## src/verilog/smmx_pkg.sv

```systemverilog
// Package of constants and types for the management-exit control block.
package smmx_pkg;

    // ------------------------------------------------------------------
    // Register map (AXI4-Lite byte offsets)
    // ------------------------------------------------------------------
    localparam logic [7:0] ADDR_CTRL      = 8'h00;
    localparam logic [7:0] ADDR_MONCTL    = 8'h04;
    localparam logic [7:0] ADDR_STATUS    = 8'h08;
    localparam logic [7:0] ADDR_REASON    = 8'h0C;
    localparam logic [7:0] ADDR_QUAL      = 8'h10;
    localparam logic [7:0] ADDR_EXEC_LO   = 8'h14;
    localparam logic [7:0] ADDR_CUR_LO    = 8'h18;
    localparam logic [7:0] ADDR_XFER_LO   = 8'h1C;
    localparam logic [7:0] ADDR_VON_LO    = 8'h20;
    localparam logic [7:0] ADDR_SAVED_MB  = 8'h24;
    localparam logic [7:0] ADDR_LINADDR   = 8'h28;
    localparam logic [7:0] ADDR_IO_CNT    = 8'h2C;
    localparam logic [7:0] ADDR_IO_SRC    = 8'h30;
    localparam logic [7:0] ADDR_IO_DST    = 8'h34;
    localparam logic [7:0] ADDR_IO_IP     = 8'h38;
    localparam logic [7:0] ADDR_TIMER     = 8'h3C;

    // ------------------------------------------------------------------
    // Field positions
    // ------------------------------------------------------------------
    localparam int MON_VALID_BIT    = 0;
    localparam int MON_NOUNBLK_BIT  = 2;
    localparam int RSN_ROOT_BIT     = 29;
    localparam int RSN_TRAP_BIT     = 28;
    localparam int QUAL_DIR_BIT     = 3;
    localparam int QUAL_STR_BIT     = 4;
    localparam int QUAL_REP_BIT     = 5;
    localparam int QUAL_IMM_BIT     = 6;
    localparam int QUAL_PORT_LSB    = 16;
    localparam int PRIM_CTL_BIT     = 31;

    // Basic exit reasons; codes are local choices.
    localparam logic [15:0] RSN_IO_SMI   = 16'h0005;
    localparam logic [15:0] RSN_OTH_SMI  = 16'h0006;
    localparam logic [15:0] RSN_HVCALL   = 16'h0012;

    localparam logic [15:0] TAG_ZERO     = 16'h0000;
    localparam logic [31:0] ZERO32       = 32'h0000_0000;
    localparam logic [1:0]  RESP_OKAY    = 2'b00;
    localparam logic [1:0]  RESP_SLVERR  = 2'b10;

    // Exit sequencer states.
    typedef enum logic [2:0] {
        SMMX_IDLE  = 3'b000,
        SMMX_PTR   = 3'b001,
        SMMX_LOAD  = 3'b010,
        SMMX_REC   = 3'b011,
        SMMX_DONE  = 3'b100
    } smmx_state_t;

endpackage

```

## src/verilog/smmx_exit.sv

```systemverilog
// Management-exit control block with AXI4-Lite register access.
`timescale 1ns/1ps

module smmx_exit
    import smmx_pkg::*;
(
    // Clock, reset and enable
    input  wire logic        aclk,
    input  wire logic        aresetn,
    input  wire logic        clk_en,
    // AXI4-Lite write address and data
    input  wire logic [7:0]  s_axi_awaddr,
    input  wire logic        s_axi_awvalid,
    output logic             s_axi_awready,
    input  wire logic [31:0] s_axi_wdata,
    input  wire logic [3:0]  s_axi_wstrb,
    input  wire logic        s_axi_wvalid,
    output logic             s_axi_wready,
    // AXI4-Lite write response
    output logic [1:0]       s_axi_bresp,
    output logic             s_axi_bvalid,
    input  wire logic        s_axi_bready,
    // AXI4-Lite read
    input  wire logic [7:0]  s_axi_araddr,
    input  wire logic        s_axi_arvalid,
    output logic             s_axi_arready,
    output logic [31:0]      s_axi_rdata,
    output logic [1:0]       s_axi_rresp,
    output logic             s_axi_rvalid,
    input  wire logic        s_axi_rready,
    // Core events, one-cycle pulses
    input  wire logic        smi_evt,
    input  wire logic        io_smi,
    input  wire logic        hv_call_evt,
    input  wire logic        leave_virt_evt,
    input  wire logic        resume_evt,
    input  wire logic        iret_evt,
    input  wire logic        entry_unblk_nmi,
    input  wire logic        entry_return_mgmt,
    // Core context levels
    input  wire logic        in_root,
    input  wire logic        in_nonroot,
    input  wire logic        trap_pending,
    input  wire logic        mode64,
    input  wire logic        seg_usable,
    input  wire logic        save_timer_ctl,
    input  wire logic        act_timer_ctl,
    input  wire logic        unrestricted_ctl,
    input  wire logic [31:0] primary_ctls,
    input  wire logic        pe_restored,
    input  wire logic        pg_restored,
    input  wire logic        pe_fixed_cap,
    input  wire logic        pg_fixed_cap,
    // I/O instruction snapshot, management base and preemption timer
    input  wire logic [1:0]  io_size,
    input  wire logic        io_in,
    input  wire logic        io_string,
    input  wire logic        io_rep,
    input  wire logic        io_imm,
    input  wire logic [15:0] io_port,
    input  wire logic [63:0] io_linaddr,
    input  wire logic [31:0] io_cnt,
    input  wire logic [31:0] io_src,
    input  wire logic [31:0] io_dst,
    input  wire logic [31:0] io_ip,
    input  wire logic [31:0] mgmt_base,
    input  wire logic [31:0] preempt_timer,
    // Results to the core
    output logic             in_mgmt_mode,
    output logic             dual_active,
    output logic             smi_blocked,
    output logic             nmi_blocked,
    output logic             leave_virt_fail,
    output logic             resume_vm_exit,
    output logic             resume_ud,
    output logic             pe_out,
    output logic             pg_out,
    output logic             tlb_inv,
    output logic [15:0]      tlb_inv_tag,
    output logic             exit_done
);

    // ------------------------------------------------------------------
    // State
    // ------------------------------------------------------------------
    smmx_state_t st_q;
    logic [31:0] monctl_q, reason_q, qual_q, exec_q, cur_q, xfer_q, von_q;
    logic [31:0] mb_q, lin_q, cnt_q, src_q, dst_q, ip_q, tmr_q;
    logic        mode_q, dual_q, smib_q, nmib_q, fail_q, rvx_q, rud_q;
    logic        inv_q, done_q, pe_q, pg_q;
    logic        root_q, ioevt_q, hv_q;

    // ------------------------------------------------------------------
    // Event decode
    // ------------------------------------------------------------------
    wire monv      = monctl_q[MON_VALID_BIT];
    wire hv_take   = hv_call_evt & in_root & ~mode_q & monv;
    wire smi_take  = smi_evt & ~mode_q & ~smib_q;
    wire exit_go   = (st_q == SMMX_IDLE) & (smi_take | hv_take);
    wire lv_ok     = leave_virt_evt & ~mode_q & ~dual_q;
    wire prim31    = primary_ctls[PRIM_CTL_BIT];
    wire keep_crs  = in_nonroot & unrestricted_ctl & prim31;
    wire [15:0] basic_code = hv_q ? RSN_HVCALL :
                             (ioevt_q ? RSN_IO_SMI : RSN_OTH_SMI);

    // Qualification assembly; reserved bits stay zero.
    wire [31:0] qual_w = {io_port, 9'h000, io_imm, io_rep, io_string,
                          io_in, 1'b0, io_size};

    // ------------------------------------------------------------------
    // Exit sequencer
    // ------------------------------------------------------------------
    // Interrupt exits never touch save memory: the sequence only writes
    // control-structure fields, which is the whole transfer.
    always_ff @(posedge aclk) begin
        if (!aresetn) begin
            st_q <= SMMX_IDLE;
            mode_q <= 1'b0;
            dual_q <= 1'b0;
            smib_q <= 1'b0;
            nmib_q <= 1'b0;
            root_q <= 1'b0;
            ioevt_q <= 1'b0;
            hv_q <= 1'b0;
            reason_q <= ZERO32;
            qual_q <= ZERO32;
            exec_q <= ZERO32;
            cur_q <= ZERO32;
            mb_q <= ZERO32;
            lin_q <= ZERO32;
            cnt_q <= ZERO32;
            src_q <= ZERO32;
            dst_q <= ZERO32;
            ip_q <= ZERO32;
            tmr_q <= ZERO32;
            inv_q <= 1'b0;
            done_q <= 1'b0;
            fail_q <= 1'b0;
            rvx_q <= 1'b0;
            rud_q <= 1'b0;
            pe_q <= 1'b0;
            pg_q <= 1'b0;
        end else if (clk_en) begin
            inv_q <= 1'b0;
            done_q <= 1'b0;
            fail_q <= leave_virt_evt & dual_q;
            rvx_q <= resume_evt & mode_q & dual_q & in_nonroot;
            rud_q <= resume_evt & mode_q & dual_q & in_root;
            if (resume_evt & ~dual_q) begin
                pe_q <= keep_crs ? pe_restored : pe_fixed_cap;
                pg_q <= keep_crs ? pg_restored : pg_fixed_cap;
            end
            if (lv_ok & smib_q & ~monctl_q[MON_NOUNBLK_BIT]) begin
                smib_q <= 1'b0;
            end
            if (iret_evt | entry_unblk_nmi) begin
                nmib_q <= 1'b0;
            end
            if (entry_return_mgmt & mode_q) begin
                smib_q <= 1'b0;
                mode_q <= 1'b0;
            end
            case (st_q)
                SMMX_IDLE: begin
                    if (exit_go) begin
                        root_q <= in_root;
                        hv_q <= hv_take;
                        ioevt_q <= ~hv_take & io_smi;
                        mode_q <= 1'b1;
                        smib_q <= 1'b1;
                        nmib_q <= 1'b1;
                        if (hv_take) begin
                            dual_q <= 1'b1;
                        end
                        st_q <= SMMX_PTR;
                    end
                end
                SMMX_PTR: begin
                    exec_q <= root_q ? von_q : cur_q;
                    st_q <= SMMX_LOAD;
                end
                SMMX_LOAD: begin
                    cur_q <= xfer_q;
                    st_q <= SMMX_REC;
                end
                SMMX_REC: begin
                    reason_q <= {2'b00, root_q,
                                 ~root_q & trap_pending,
                                 12'h000, basic_code};
                    mb_q <= mgmt_base;
                    if (save_timer_ctl) begin
                        tmr_q <= preempt_timer;
                    end
                    if (ioevt_q) begin
                        qual_q <= qual_w;
                        cnt_q <= io_cnt;
                        src_q <= io_src;
                        dst_q <= io_dst;
                        ip_q <= io_ip;
                        if (io_string & seg_usable) begin
                            lin_q <= mode64 ? io_linaddr[31:0]
                                            : io_linaddr[31:0];
                        end
                    end
                    inv_q <= 1'b1;
                    st_q <= SMMX_DONE;
                end
                SMMX_DONE: begin
                    done_q <= 1'b1;
                    st_q <= SMMX_IDLE;
                end
                default: begin
                    st_q <= SMMX_IDLE;
                end
            endcase
        end
    end

    // ------------------------------------------------------------------
    // AXI4-Lite slave
    // ------------------------------------------------------------------
    logic        aw_q, w_q, bv_q, rv_q;
    logic [7:0]  awa_q;
    logic [31:0] wd_q, rd_q;
    logic [3:0]  ws_q;
    logic [1:0]  br_q, rr_q;

    function automatic logic known(input logic [7:0] a);
        known = (a <= ADDR_TIMER) && (a[1:0] == 2'b00);
    endfunction

    function automatic logic [31:0] merge(input logic [31:0] old,
                                          input logic [31:0] nw,
                                          input logic [3:0]  be);
        for (int i = 0; i < 4; i++) begin
            merge[i*8 +: 8] = be[i] ? nw[i*8 +: 8] : old[i*8 +: 8];
        end
    endfunction

    wire wr_go = aw_q & w_q & ~bv_q;
    wire rd_go = s_axi_arvalid & ~rv_q;

    assign s_axi_awready = ~aw_q & ~bv_q;
    assign s_axi_wready  = ~w_q & ~bv_q;
    assign s_axi_arready = ~rv_q;
    assign s_axi_bvalid  = bv_q;
    assign s_axi_bresp   = br_q;
    assign s_axi_rvalid  = rv_q;
    assign s_axi_rdata   = rd_q;
    assign s_axi_rresp   = rr_q;

    wire [31:0] status_w = {24'h00_0000, 1'b0, done_q, ~(st_q == SMMX_IDLE),
                            nmib_q, smib_q, dual_q, mode_q, 1'b0};

    logic [31:0] rmux;
    always_comb begin
        case (s_axi_araddr)
            ADDR_MONCTL:   rmux = monctl_q;
            ADDR_STATUS:   rmux = status_w;
            ADDR_REASON:   rmux = reason_q;
            ADDR_QUAL:     rmux = qual_q;
            ADDR_EXEC_LO:  rmux = exec_q;
            ADDR_CUR_LO:   rmux = cur_q;
            ADDR_XFER_LO:  rmux = xfer_q;
            ADDR_VON_LO:   rmux = von_q;
            ADDR_SAVED_MB: rmux = mb_q;
            ADDR_LINADDR:  rmux = lin_q;
            ADDR_IO_CNT:   rmux = cnt_q;
            ADDR_IO_SRC:   rmux = src_q;
            ADDR_IO_DST:   rmux = dst_q;
            ADDR_IO_IP:    rmux = ip_q;
            ADDR_TIMER:    rmux = tmr_q;
            default:       rmux = ZERO32;
        endcase
    end

    always_ff @(posedge aclk) begin
        if (!aresetn) begin
            aw_q <= 1'b0;
            w_q <= 1'b0;
            bv_q <= 1'b0;
            rv_q <= 1'b0;
            awa_q <= 8'h00;
            wd_q <= ZERO32;
            ws_q <= 4'h0;
            br_q <= RESP_OKAY;
            rr_q <= RESP_OKAY;
            rd_q <= ZERO32;
            monctl_q <= ZERO32;
            xfer_q <= ZERO32;
            von_q <= ZERO32;
        end else if (clk_en) begin
            if (s_axi_awvalid & s_axi_awready) begin
                aw_q <= 1'b1;
                awa_q <= s_axi_awaddr;
            end
            if (s_axi_wvalid & s_axi_wready) begin
                w_q <= 1'b1;
                wd_q <= s_axi_wdata;
                ws_q <= s_axi_wstrb;
            end
            if (wr_go) begin
                aw_q <= 1'b0;
                w_q <= 1'b0;
                bv_q <= 1'b1;
                br_q <= known(awa_q) ? RESP_OKAY : RESP_SLVERR;
                case (awa_q)
                    ADDR_MONCTL:  monctl_q <= merge(monctl_q, wd_q, ws_q);
                    ADDR_XFER_LO: xfer_q <= merge(xfer_q, wd_q, ws_q);
                    ADDR_VON_LO:  von_q <= merge(von_q, wd_q, ws_q);
                    default:      ;
                endcase
            end else if (bv_q & s_axi_bready) begin
                bv_q <= 1'b0;
            end
            if (rd_go) begin
                rv_q <= 1'b1;
                rd_q <= rmux;
                rr_q <= known(s_axi_araddr) ? RESP_OKAY : RESP_SLVERR;
            end else if (rv_q & s_axi_rready) begin
                rv_q <= 1'b0;
            end
        end
    end

    // ------------------------------------------------------------------
    // Outputs
    // ------------------------------------------------------------------
    assign in_mgmt_mode    = mode_q;
    assign dual_active     = dual_q;
    assign smi_blocked     = smib_q;
    assign nmi_blocked     = nmib_q;
    assign leave_virt_fail = fail_q;
    assign resume_vm_exit  = rvx_q;
    assign resume_ud       = rud_q;
    assign pe_out          = pe_q;
    assign pg_out          = pg_q;
    assign tlb_inv         = inv_q;
    assign tlb_inv_tag     = TAG_ZERO;
    assign exit_done       = done_q;

endmodule

```

## config.mk

```make
export PLATFORM = sky130hd
export DESIGN_NAME = smmx_exit
export DESIGN_NICKNAME = d
export VERILOG_FILES = /design/src/verilog/smmx_pkg.sv /design/src/verilog/smmx_exit.sv
export SDC_FILE = /design/constraint.sdc
export NUM_CORES = 1
export LEC_CHECK = 0
export BUFFER_PORTS_ARGS = -buffer_cell sky130_fd_sc_hd__buf_4
export CELL_PAD_IN_SITES_DETAIL_PLACEMENT = 2
export CELL_PAD_IN_SITES_GLOBAL_PLACEMENT = 2
export CORE_UTILIZATION = 32
export CTS_CLUSTER_SIZE = 12
export DETAILED_ROUTE_END_ITERATION = 8
export PLACE_DENSITY = 0.8
export SYNTH_ARGS = -nofsm -noshare
export SYNTH_HDL_FRONTEND = slang
export SYNTH_SLANG_ARGS = --single-unit
export TNS_END_PERCENT = 20
```

## constraint.sdc

```tcl
create_clock -name aclk -period 2.65 [get_ports aclk]
set_input_delay 0.265 -clock aclk [delete_from_list [all_inputs] [get_ports aclk]]
set_output_delay 0.265 -clock aclk [all_outputs]
set_load 0.05 [all_outputs]
```

# Word-level counts from Yosys, hierarchy flattened
# Cells that the tools add are included.
# totals
n_memories,0
output_inout_bits,68
reg_bits,525
ram_bits,0
latchBits,0
in_bits,390
rom_bits,0
word_cells,186
# classes
n_reduce_logical,39
shifts,0
multipliers,0
magnitude_cmp,2
n_bitwise,44
n_addsub,0
n_eq_ne,23
muxes,30
div,0
# ops
cell,count
one-hot mux 32 bit (15 select lines),1
"equality test 8 x 6 -> 1 bit, second input constant",9
AND reduction 4 bit,14
"equality test 8 x 5 -> 1 bit, second input constant",5
two-way mux 32 bit,1
AND 1 bit,31
AND reduction 2 bit,13
two-way mux 1 bit,22
"equality test 8 x 3 -> 1 bit, second input constant",2
"equality test 8 x 4 -> 1 bit, second input constant",2
"<= comparator 8 x 6 -> 1 bit, second input constant",2
one-hot mux 3 bit (4 select lines),1
NOT 1 bit,11
AND reduction 3 bit,3
nonzero test 2 bit,4
"equality test 3 x 2 -> 1 bit, second input constant",2
two-way mux 2 bit,3
two-way mux 5 bit,1
logical NOT 2 bit,2
"equality test 3 x 1 -> 1 bit, second input constant",1
"equality test 3 bit, second input constant",1
logical NOT 3 bit,1
two-way mux 3 bit,1
logical AND 1 bit,2
2 further kinds,3

# Logic depth before layout (Yosys ltp)
# Gate-level depths: netlist of run 1.
# depth
depth_word,9
mapped_depth,10
depth_no_buf,5

# Worst setup path after synthesis of run 1
# No wires, ideal clock.
# synth_path
path_kind,register -> register
from,register bv_q (netlist: s_axi_bvalid)
to,register von_q[0]
n_path_buf,0
path_slack_ps,592
arrival_time_ps,1925
setup_ps,132
stages_incl_launch_ff,6
t_required_ps,2518
synth_period_minus_slack_ps,2058
cell_sequence,dfxtp_1 -> nand3b_1 -> nor4_4 -> nand2_1 -> nand2_1 -> a21oi_1
# synth_via
elab_chain_cells,3
# synth_rtl
item,line_no,source
"start, declared",smmx_exit.sv:222,"logic aw_q, w_q, bv_q, rv_q;"
"start signal, assigned",smmx_exit.sv:281,bv_q <= 1'b0;
"start signal, assigned",smmx_exit.sv:305,bv_q <= 1'b1;
"start signal, assigned",smmx_exit.sv:314,bv_q <= 1'b0;
NOT 1 bit,smmx_exit.sv:240,wire wr_go = aw_q & w_q & ~bv_q;
AND 1 bit,smmx_exit.sv:240,
AND reduction 4 bit (no source line),-,
"end signal, assigned",smmx_exit.sv:310,"ADDR_VON_LO: von_q <= merge(von_q, wd_q, ws_q);"
"end, declared",smmx_exit.sv:87,"logic [31:0] monctl_q, reason_q, qual_q, exec_q, cur_q, xfer_q, von_q;"
# No other way between the ends.
# A chain may end at the register's enable or synchronous reset.

# Worst setup path after layout of run 1
# layout_path
from,register st_q[0]
to,register cnt_q[6]
# layout_via
elab_chain_cells,2
# layout_rtl
item,line_no,source
"start, declared",smmx_exit.sv:86,smmx_state_t st_q;
"start signal, assigned",smmx_exit.sv:117,st_q <= SMMX_IDLE;
"start signal, assigned",smmx_exit.sv:175,st_q <= SMMX_PTR;
"start signal, assigned",smmx_exit.sv:180,st_q <= SMMX_LOAD;
equality test 3 x 2 -> 1 bit,smmx_exit.sv:163,case (st_q)
AND reduction 3 bit (no source line),-,
"end signal, assigned",smmx_exit.sv:196,cnt_q <= io_cnt;
"end, declared",smmx_exit.sv:88,"logic [31:0] mb_q, lin_q, cnt_q, src_q, dst_q, ip_q, tmr_q;"
# No other way between the ends.

==> results of run 1 <==
[worst max-delay path, cell delays in order (launching register included)]
cell and delay [ps]:
dfxtp_1 500, and4b_2 290, and2_4 210, buf_12 340, buf_4 370, nand2_1 120
a21oi_1 420
[cell families (layout without fill, tap and decap cells)]
group                  Yosys count  in the layout  synth area share
and+or+nand+nor               1134           1134             0.217
AOI/OAI and AO/OA              713            713             0.191
DFF                            511            511             0.467
buffers and inverters          236            884            0.0494
muxes                          150            150            0.0756
other                            1             29          0.000171
[cells in the final DEF, fill, tap and decap left out, types with 36 or more instances in the layout]
cell / Yosys / final
clkbuf_16: 0 / 59
a21oi_1: 452 / 452
a211oi_1: 50 / 50
o21ai_0: 36 / 36
mux2i_1: 97 / 97
nand3_1: 48 / 48
nand2_1: 867 / 866
nor2_1: 103 / 103
mux2_2: 45 / 45
a22oi_1: 60 / 60
dlygate4sd3_1: 0 / 300
dfxtp_1: 511 / 510
buf_4: 30 / 457
[power groups by stage]
stage	Clock, mW	Sequential [mW]	Combinational, mW
floorplan	0	7.99	0.585
global placement	0	8.01	1.26
detailed placement	0	8.02	1.29
CTS	8.65	7.85	1.66
global route	9.05	7.86	1.81
finish	8.73	7.86	1.75
[cell type report]
| type | instances | area share |
|---|---|---|
| multi-input combinational | 2015 | 0.347 |
| tap | 873 | 0.0353 |
| timing repair buffer | 776 | 0.221 |
| antenna | 11 | 0.000891 |
| clock inverter | 21 | 0.00939 |
| sequential | 511 | 0.331 |
| clock buffer | 84 | 0.0554 |
| inverter | 3 | 0.000607 |
[through the flow]
step / utilization / cell area, um^2 / instances
final: 0.458 / 30900 / 4294
after CTS: 0.457 / 30900 / 4283
after floorplan: - / 22000 / 2762
after detailed placement: 0.383 / 25900 / 3878
after global placement: 0.383 / 25900 / 3878
after global routing: 0.458 / 30900 / 4294
[repair_timing]
item                      4_1_cts  5_1_grt
hold buffers                  300        0
hold endpoints to repair      297        0
setup buffers                   0        0
[path summary, 6_finish.rpt]
path / from / endpoint / slack [ps] / cells after the start
max: st_q[0] / cnt_q[6] / 160 / 6
min: io_smi / ioevt_q / 50 / 4
max reg2reg: st_q[0] / cnt_q[6] / 160 / 6
min reg2reg: reason_q[29] / reason_q[29] / 460 / 2
[layer usage]
layer	GRT usage	routed length [um]	up-vias
met5	0	17	-
met4	0.177	6890	4
met3	0.0578	9300	372
met2	0.614	62000	1238
met1	0.438	51300	12500
li1	-	-	10700
==> impl_metrics.toml, run 1 <==
[layout]
multi_input_area_mm2 = 0.0107
drive_above_1_share = 0.192
syn2layout_area_growth_pct = 40.9
num-nets-final = 3755
fillers = 7314
register_area_mm2 = 0.0102

[synth]
yosys.area.top_type = "dfxtp_1"
syn_area_per_cell_um2 = 7.99
synth_cell_types = 68
synth_seq_cells = 511
synth_flop_cell = "dfxtp_1"
async_flop_share = 0
synth_top_area_share = 0.467
yosysSeqAreaShare = 0.467
synth_common_cells = "nand2_1 (867), dfxtp_1 (511), a21oi_1 (452), clkbuf_1 (135), nor2_1 (103)"
synthesis.area_mm2 = 0.0219
synth-edff-count = 0
ys_warn_count = 0
synth.area.top_cells = "dfxtp_1 (47%), nand2_1 (15%), a21oi_1 (10%)"
post-synth-top-count-cell = "nand2_1"
syn_inst = 2745

[floorplan]
dieArea_mm2 = 0.0696
die_x_um = 264
boundaryPins = 458
start_util = 0.325
die_h_um = 264
row_count = 95
coreArea_mm2 = 0.0675

[routing]
wl_per_cell_um = 30.2
drt_iter0_markers = 2239
vias_per_cell = 5.77
vias = 24800
first_pass_iters = 6
ant_nets = 0
wirelength_um = 130000
drc = 0

[sta]
fmax_mhz = 401
maxSlewHeadroom = 0.458
tns_ps = 0
tightest_slew_ps = 811
min_period_over_period = 0.941
hold_viol = 0
finalSetupViolCount = 0
rsz0062_at_grt = "false"
worst_hold_slack_ps = 49.1
finClkSkew_ps = 27.8
layout_min_cycle_time_ps = 2490
maxSlewViolCount = 0
setup_ws_ps = 157

[power_and_ir_drop]
power_frac_seq = 0.428
ir_worst_vdd_v = 0.000452
p_per_area_mw_per_mm2 = 594
comb_power_share = 0.096
switching_share = 0.252
finalPower_mw = 18.3
internal-power_mw = 13.7
pwr-share-clk = 0.476
power.switching_mw = 4.62
p_leak_nw = 11.0

[setup_path]
crit_type = "reg2reg"
cp_max_fo = 84
crit_required_ps = 3120
critPathLaunchType = "flop"
cp_data_arrival_time_ps = 2960
crit_path_end_kind = "flop"

[grt]
antenna_found_initial = 14
grtUsageTotal = 0.360
grt_pass1_wl_um = 187000
grt_max_degree = 85
overflow = 0
grt_pass1_vias = 27300

[clock_network]
cts_tree = "done"
numCtsBuffers = 58
cts-root-buf = "clkbuf_16"
clock-sinks = 511
path_clk_slew_ps = 70
htreeDepth = 2
clk-insertion-delay-late_ps = 640
ctsResizeCount = 0
clockBufferDepth = 3

[placed_design]
dpl_worst_slack_ps = 377
place_congestion = 0.951
dp_hpwl_um = 79600
io_buffers = 374

[run_status]
status = "finished clean"

[min_path]
hold_path_class = "in2reg"

[job]
max-cap-violations = 0
No activity file was read; power rests on OpenSTA's default activity.
==> run 2: changes to the inputs <==
--- a/config.mk
+++ b/config.mk
@@ -5,13 +5,14 @@
 export SDC_FILE = /design/constraint.sdc
 export NUM_CORES = 1
 export LEC_CHECK = 0
-export BUFFER_PORTS_ARGS = -buffer_cell sky130_fd_sc_hd__buf_4
 export CELL_PAD_IN_SITES_DETAIL_PLACEMENT = 2
 export CELL_PAD_IN_SITES_GLOBAL_PLACEMENT = 2
-export CORE_UTILIZATION = 32
+export CORE_UTILIZATION = 36
 export CTS_CLUSTER_SIZE = 12
 export DETAILED_ROUTE_END_ITERATION = 8
-export PLACE_DENSITY = 0.8
+export DONT_BUFFER_PORTS = 1
+export GPL_TIMING_DRIVEN = 0
+export PLACE_DENSITY = 0.77
 export SYNTH_ARGS = -nofsm -noshare
 export SYNTH_HDL_FRONTEND = slang
 export SYNTH_SLANG_ARGS = --single-unit
==> run 2 against run 1 <==
Die area shrank 11%. Sequential share of layout area is 3.2 points higher. Register-to-register slack got worse by 260 ps. The flow now finishes with violations (negative hold slack, max-capacitance violations, negative setup slack). First-iteration DRC count is 10% higher. Non-clock buffer count down 223. Fmax fell by 13%.
==> impl_metrics.toml, run 2 (same netlist as run 1, synthesis figures left out) <==
[setup_path]
crit_start = "s_axi_araddr[2]"
worstPathCellList = "nor2_1, clkbuf_1, clkbuf_1, a22oi_1, a211oi_1, o31a_1"
r2r_end = "s_axi_rdata[6]"
cp_max_fo = 10
reg2reg_depth = 6
cp_data_arrival_time_ps = 3440
critPathMaxStageDelay_ps = 990
crit_path_end_kind = "flop"
crit_type = "in2reg"
cp_common_cell = "clkbuf_1"
critPathLaunchType = "input pin"
regToRegStartpoint = "s_axi_rvalid"
slowest_stage = "clkbuf_1"
r2r_slack_ps = -100
crit_required_ps = 3220

[layout]
final_cell_count_no_fill = 3982
drive_above_1_share = 0.0867
multi_input_area_mm2 = 0.0107
syn2layout_area_growth_pct = 28.6
num-nets-final = 3532
fillers = 6631
layout_common_cells = "nand2_1 (865), dfxtp_1 (511), a21oi_1 (452), dlygate4sd3_1 (313), clkbuf_1 (134)"
final_common_cell = "nand2_1"
register_area_mm2 = 0.0102

[clock_network]
clock-sinks = 511
clockBufferDepth = 3
htreeDepth = 2
cts_tree = "done"
numCtsBuffers = 58
path_clk_slew_ps = 60
cts-root-buf = "clkbuf_16"
clk-insertion-delay-late_ps = 650

[sta]
tns_ps = -1450
hold_viol = 1
finalSetupViolCount = 27
min_period_over_period = 1.08
maxSlewViolCount = 0
rsz0062_at_grt = "true"
worst_hold_slack_ps = -21.3
finClkSkew_ps = 25.4
setup_ws_ps = -211
maxSlewHeadroom = 0.000372
tightest_slew_ps = 1500
layout_min_cycle_time_ps = 2860
fmax_mhz = 349

[placed_design]
dp_cells = 3544
io_buffers = 0
dp_hpwl_um = 95900
place_congestion = 1.00

[routing]
vias = 24700
drc = 0
drt_iter0_markers = 2467
vias_per_cell = 6.20
first_pass_iters = 6
ant_nets = 0
wl_per_cell_um = 35.7
wirelength_um = 142000

[grt]
grtUsageTotal = 0.441
overflow = 0
grt_pass1_vias = 26600
antenna_found_initial = 17
grt_pass1_wl_um = 196000
grt_max_degree = 20

[floorplan]
boundaryPins = 458
start_util = 0.364
row_count = 90
die_x_um = 249
die_h_um = 249
dieArea_mm2 = 0.0619
coreArea_mm2 = 0.0602

[power_and_ir_drop]
ir_worst_vdd_v = 0.000510
p_leak_nw = 9.23
finalPower_mw = 17.8
p_per_area_mw_per_mm2 = 632

[min_path]
hold_path_class = "in2reg"
hold_end = "s_axi_rdata[5]"
whs_path_depth = 3
min_from = "s_axi_araddr[3]"

[run_status]
violations = "negative hold slack, max-capacitance violations, negative setup slack"
status = "finished, violations left"

[job]
max-cap-violations = 2
[run 2: cell types whose count changed in the layout (fill, tap and decap cells not counted), moves of 10 or more]
cell and delta:
dlygate4sd3_1 +13, clkbuf_1 +123, buf_12 -18, buf_2 +46
buf_4 -416, buf_1 +14, clkbuf_2 +10
[run 2: per-stage QoR]
step	hold slack [ps]	cell area (um^2)	worst slack, ps	util
2_1_floorplan	401	22000	592	-
3_3_place_gp	404	23000	-836	0.381
3_5_place_dp	411	23000	-882	0.381
4_1_cts	0.455	28100	-17.1	0.466
5_1_grt	16.8	28200	-131	0.467
6_report	-21.3	28200	-211	0.468
[run 2: power by group]
group / switching (mW) / total (mW) / internal (mW)
combinational: 0.960 / 1.50 / 0.537
clock: 3.68 / 8.45 / 4.77
sequential: 0.113 / 7.87 / 7.75
total: 4.76 / 17.8 / 13.1
[run 2: what timing repair did]
action | in CTS | in global routing
pin swaps | 1 | 3
hold buffers | 312 | 1
endpoints found under the hold margin | 313 | 2
gates resized for setup | 15 | 19
setup endpoints to repair | 179 | 246
buffers inserted | 4 | 6
[run 2: layout make-up]
type,count,share of cell area
Clock inverter,12,0.00488
Antenna cell,15,0.00133
Sequential cell,511,0.363
Buffer,230,0.0390
Tap cell,782,0.0347
Clock buffer,91,0.0630
Inverter,3,0.000399
Timing Repair Buffer,323,0.114
Multi-Input combinational cell,2015,0.380
[run 2: how the worst max path moves through the flow]
stage                                  to  slack (ps)  cells after the start
final                     s_axi_rdata[30]        -210                      6
after global routing       s_axi_rdata[6]        -130                      6
after floorplan                  von_q[0]         590                      5
after CTS                       lin_q[28]         -20                     10
after global placement     s_axi_rdata[5]        -840                      5
after detailed placement  s_axi_rdata[15]        -880                      5
[run 2: metal layers]
metal  routed length (um)  vias up  GRT usage
met3                12700      464     0.0997
met4                 9270       12      0.259
met5                   80        -          0
met1                55400    12500      0.535
met2                64500     1461      0.715
li1                     -    10200          -
[run 2: critical path, delay by kind of cell]
family          cells  cell delay [ps]
simple gates        1              150
compound gates      3             1160
buf+inv             2             1850
==> run 3: changes to the inputs <==
--- a/config.mk
+++ b/config.mk
@@ -7,11 +7,13 @@
 export LEC_CHECK = 0
 export CELL_PAD_IN_SITES_DETAIL_PLACEMENT = 2
 export CELL_PAD_IN_SITES_GLOBAL_PLACEMENT = 2
+export CORE_ASPECT_RATIO = 0.9
 export CORE_UTILIZATION = 36
 export CTS_CLUSTER_SIZE = 12
 export DETAILED_ROUTE_END_ITERATION = 8
 export DONT_BUFFER_PORTS = 1
 export GPL_TIMING_DRIVEN = 0
+export MAX_ROUTING_LAYER = met4
 export PLACE_DENSITY = 0.77
 export SYNTH_ARGS = -nofsm -noshare
 export SYNTH_HDL_FRONTEND = slang
==> run 3 against run 2 <==
The flow finishes with violations (negative setup slack). Register-to-register slack worse by 120 ps. Flip-flop and latch count unchanged. Sequential power about the same. Fmax fell by 0.19%. Clock power increased by 2%. Final cell count did not move. Critical path depth rose by 4. Cell area about the same. Die area barely moved. Largest power group unchanged.
==> impl_metrics.toml, run 3 (same netlist as run 1, synthesis figures left out) <==
[run_status]
status = "finished, violations left"
violations = "negative setup slack"

[routing]
ant_nets = 0
drt_iter0_markers = 2602
met2_length_um = 65000
wirelength_um = 144000
first_pass_iters = 5
drc = 0
dr_wl_met3_um = 13700
vias_per_cell = 6.20
wl_per_cell_um = 36.1
route.layer.met1.wl_um = 57400
vias = 24700
top_layer = "met4"

[min_path]
min_from = "s_axi_araddr[3]"
whs_path_depth = 3
hold_end = "s_axi_rdata[5]"
hold_path_class = "in2reg"

[sta]
layout_min_cycle_time_ps = 2870
fmax_mhz = 349
tightest_slew_ps = 1420
hold_viol = 0
finalSetupViolCount = 28
setup_ws_ps = -217
tns_ps = -1220
rsz0062_at_grt = "true"
min_period_over_period = 1.08
worst_hold_slack_ps = 36.9
finClkSkew_ps = 23.3
maxSlewHeadroom = 0.0506
maxSlewViolCount = 0

[setup_path]
reg2reg_depth = 10
crit_type = "reg2reg"
crit_path_end_kind = "flop"
crit_required_ps = 3170
cp_data_arrival_time_ps = 3390
r2r_slack_ps = -220
regToRegStartpoint = "st_q[1]"
cp_max_fo = 10
r2r_end = "lin_q[25]"
critPathLaunchType = "flop"

[power_and_ir_drop]
ir_worst_vdd_v = 0.000548
finalPower_mw = 18.0
p_per_area_mw_per_mm2 = 638
p_leak_nw = 9.24

[clock_network]
clk-insertion-delay-late_ps = 650
numCtsBuffers = 56
cts-root-buf = "clkbuf_16"
clockBufferDepth = 3
htreeDepth = 2
path_clk_slew_ps = 70
clock-sinks = 511
cts_tree = "done"

[placed_design]
io_buffers = 0
dp_hpwl_um = 96600
place_congestion = 1.03

[floorplan]
start_util = 0.366
coreArea_mm2 = 0.0600
row_count = 85
boundaryPins = 458
die_h_um = 236
dieArea_mm2 = 0.0619
die_x_um = 262

[layout]
final_common_cell = "nand2_1"
drive_above_1_share = 0.0874
num-nets-final = 3527
layout_common_cells = "nand2_1 (866), dfxtp_1 (511), a21oi_1 (452), dlygate4sd3_1 (310), clkbuf_1 (131)"
syn2layout_area_growth_pct = 28.5

[grt]
overflow = 0
grt_max_degree = 20
grt_pass1_vias = 26300
antenna_found_initial = 19
grtUsageTotal = 0.461
grt_pass1_wl_um = 197000

[job]
max-cap-violations = 0
==> run 3: cell types whose count changed in the layout (fill, tap and decap cells not counted), moves of 3 or more <==
cell	previous run	this run
dlygate4sd3_1	313	310
clkbuf_2	10	20
clkinv_2	6	3
clkbuf_1	134	131
==> run 3: how the worst max path moves through the flow <==
stage	slack (ps)	startpoint	cells past startpoint	endpoint
after floorplan	590	s_axi_bvalid	5	von_q[0]
after CTS	-4	s_axi_bvalid	5	von_q[21]
final	-220	st_q[1]	10	lin_q[25]
after global routing	-170	st_q[1]	10	lin_q[25]
after global placement	-860	s_axi_rvalid	5	s_axi_rdata[5]
after detailed placement	-950	s_axi_rvalid	5	s_axi_rdata[16]
==> run 3: per-layer routing <==
layer	track usage	up-vias
li1	-	10200
met1	0.566	12500
met2	0.708	1496
met3	0.107	433
met4	0.225	0
met5	-	-
==> run 3: layout make-up <==
class	count	area (um^2)
Inverter	3	11.3
Timing Repair Buffer	318	3180
Tap cell	783	980
Clock buffer	93	1760
Clock inverter	10	184
Buffer	232	1110
Multi-Input combinational cell	2015	10700
Sequential cell	511	10200
Antenna cell	17	42.5
Fill cell	6580	31800
==> run 3: power breakdown <==
group | leakage [nW] | internal, mW | switching, mW
combinational | 4.16 | 0.534 | 0.955
clock | 0.957 | 4.92 | 3.70
sequential | 4.12 | 7.75 | 0.117
total | 9.24 | 13.2 | 4.77
==> run 3: worst max-delay path, cell delays in order (launching register included) <==
cell,delay [ps]
dfxtp_1,310
buf_2,200
and4b_1,220
buf_2,310
and2_1,170
buf_4,290
and3_1,220
clkbuf_1,280
clkbuf_4,300
nand2_1,110
a21oi_1,330
==> run 3: stage by stage <==
stage	worst slack [ps]	cell area, um^2	utilization	std cells
finish	-217	28200	0.470	3982
global route	-167	28200	0.470	3980
CTS	-4.23	28100	0.468	3958
detailed placement	-947	23000	0.383	3545
global placement	-857	23000	0.383	3545
floorplan	592	22000	-	2762
==> run 3: what timing repair did <==
item	in CTS	in global routing
hold endpoints to repair	312	3
pin swaps	1	3
gates resized for setup	14	29
setup buffers	2	5
setup endpoints to repair	191	233
hold buffers	309	1
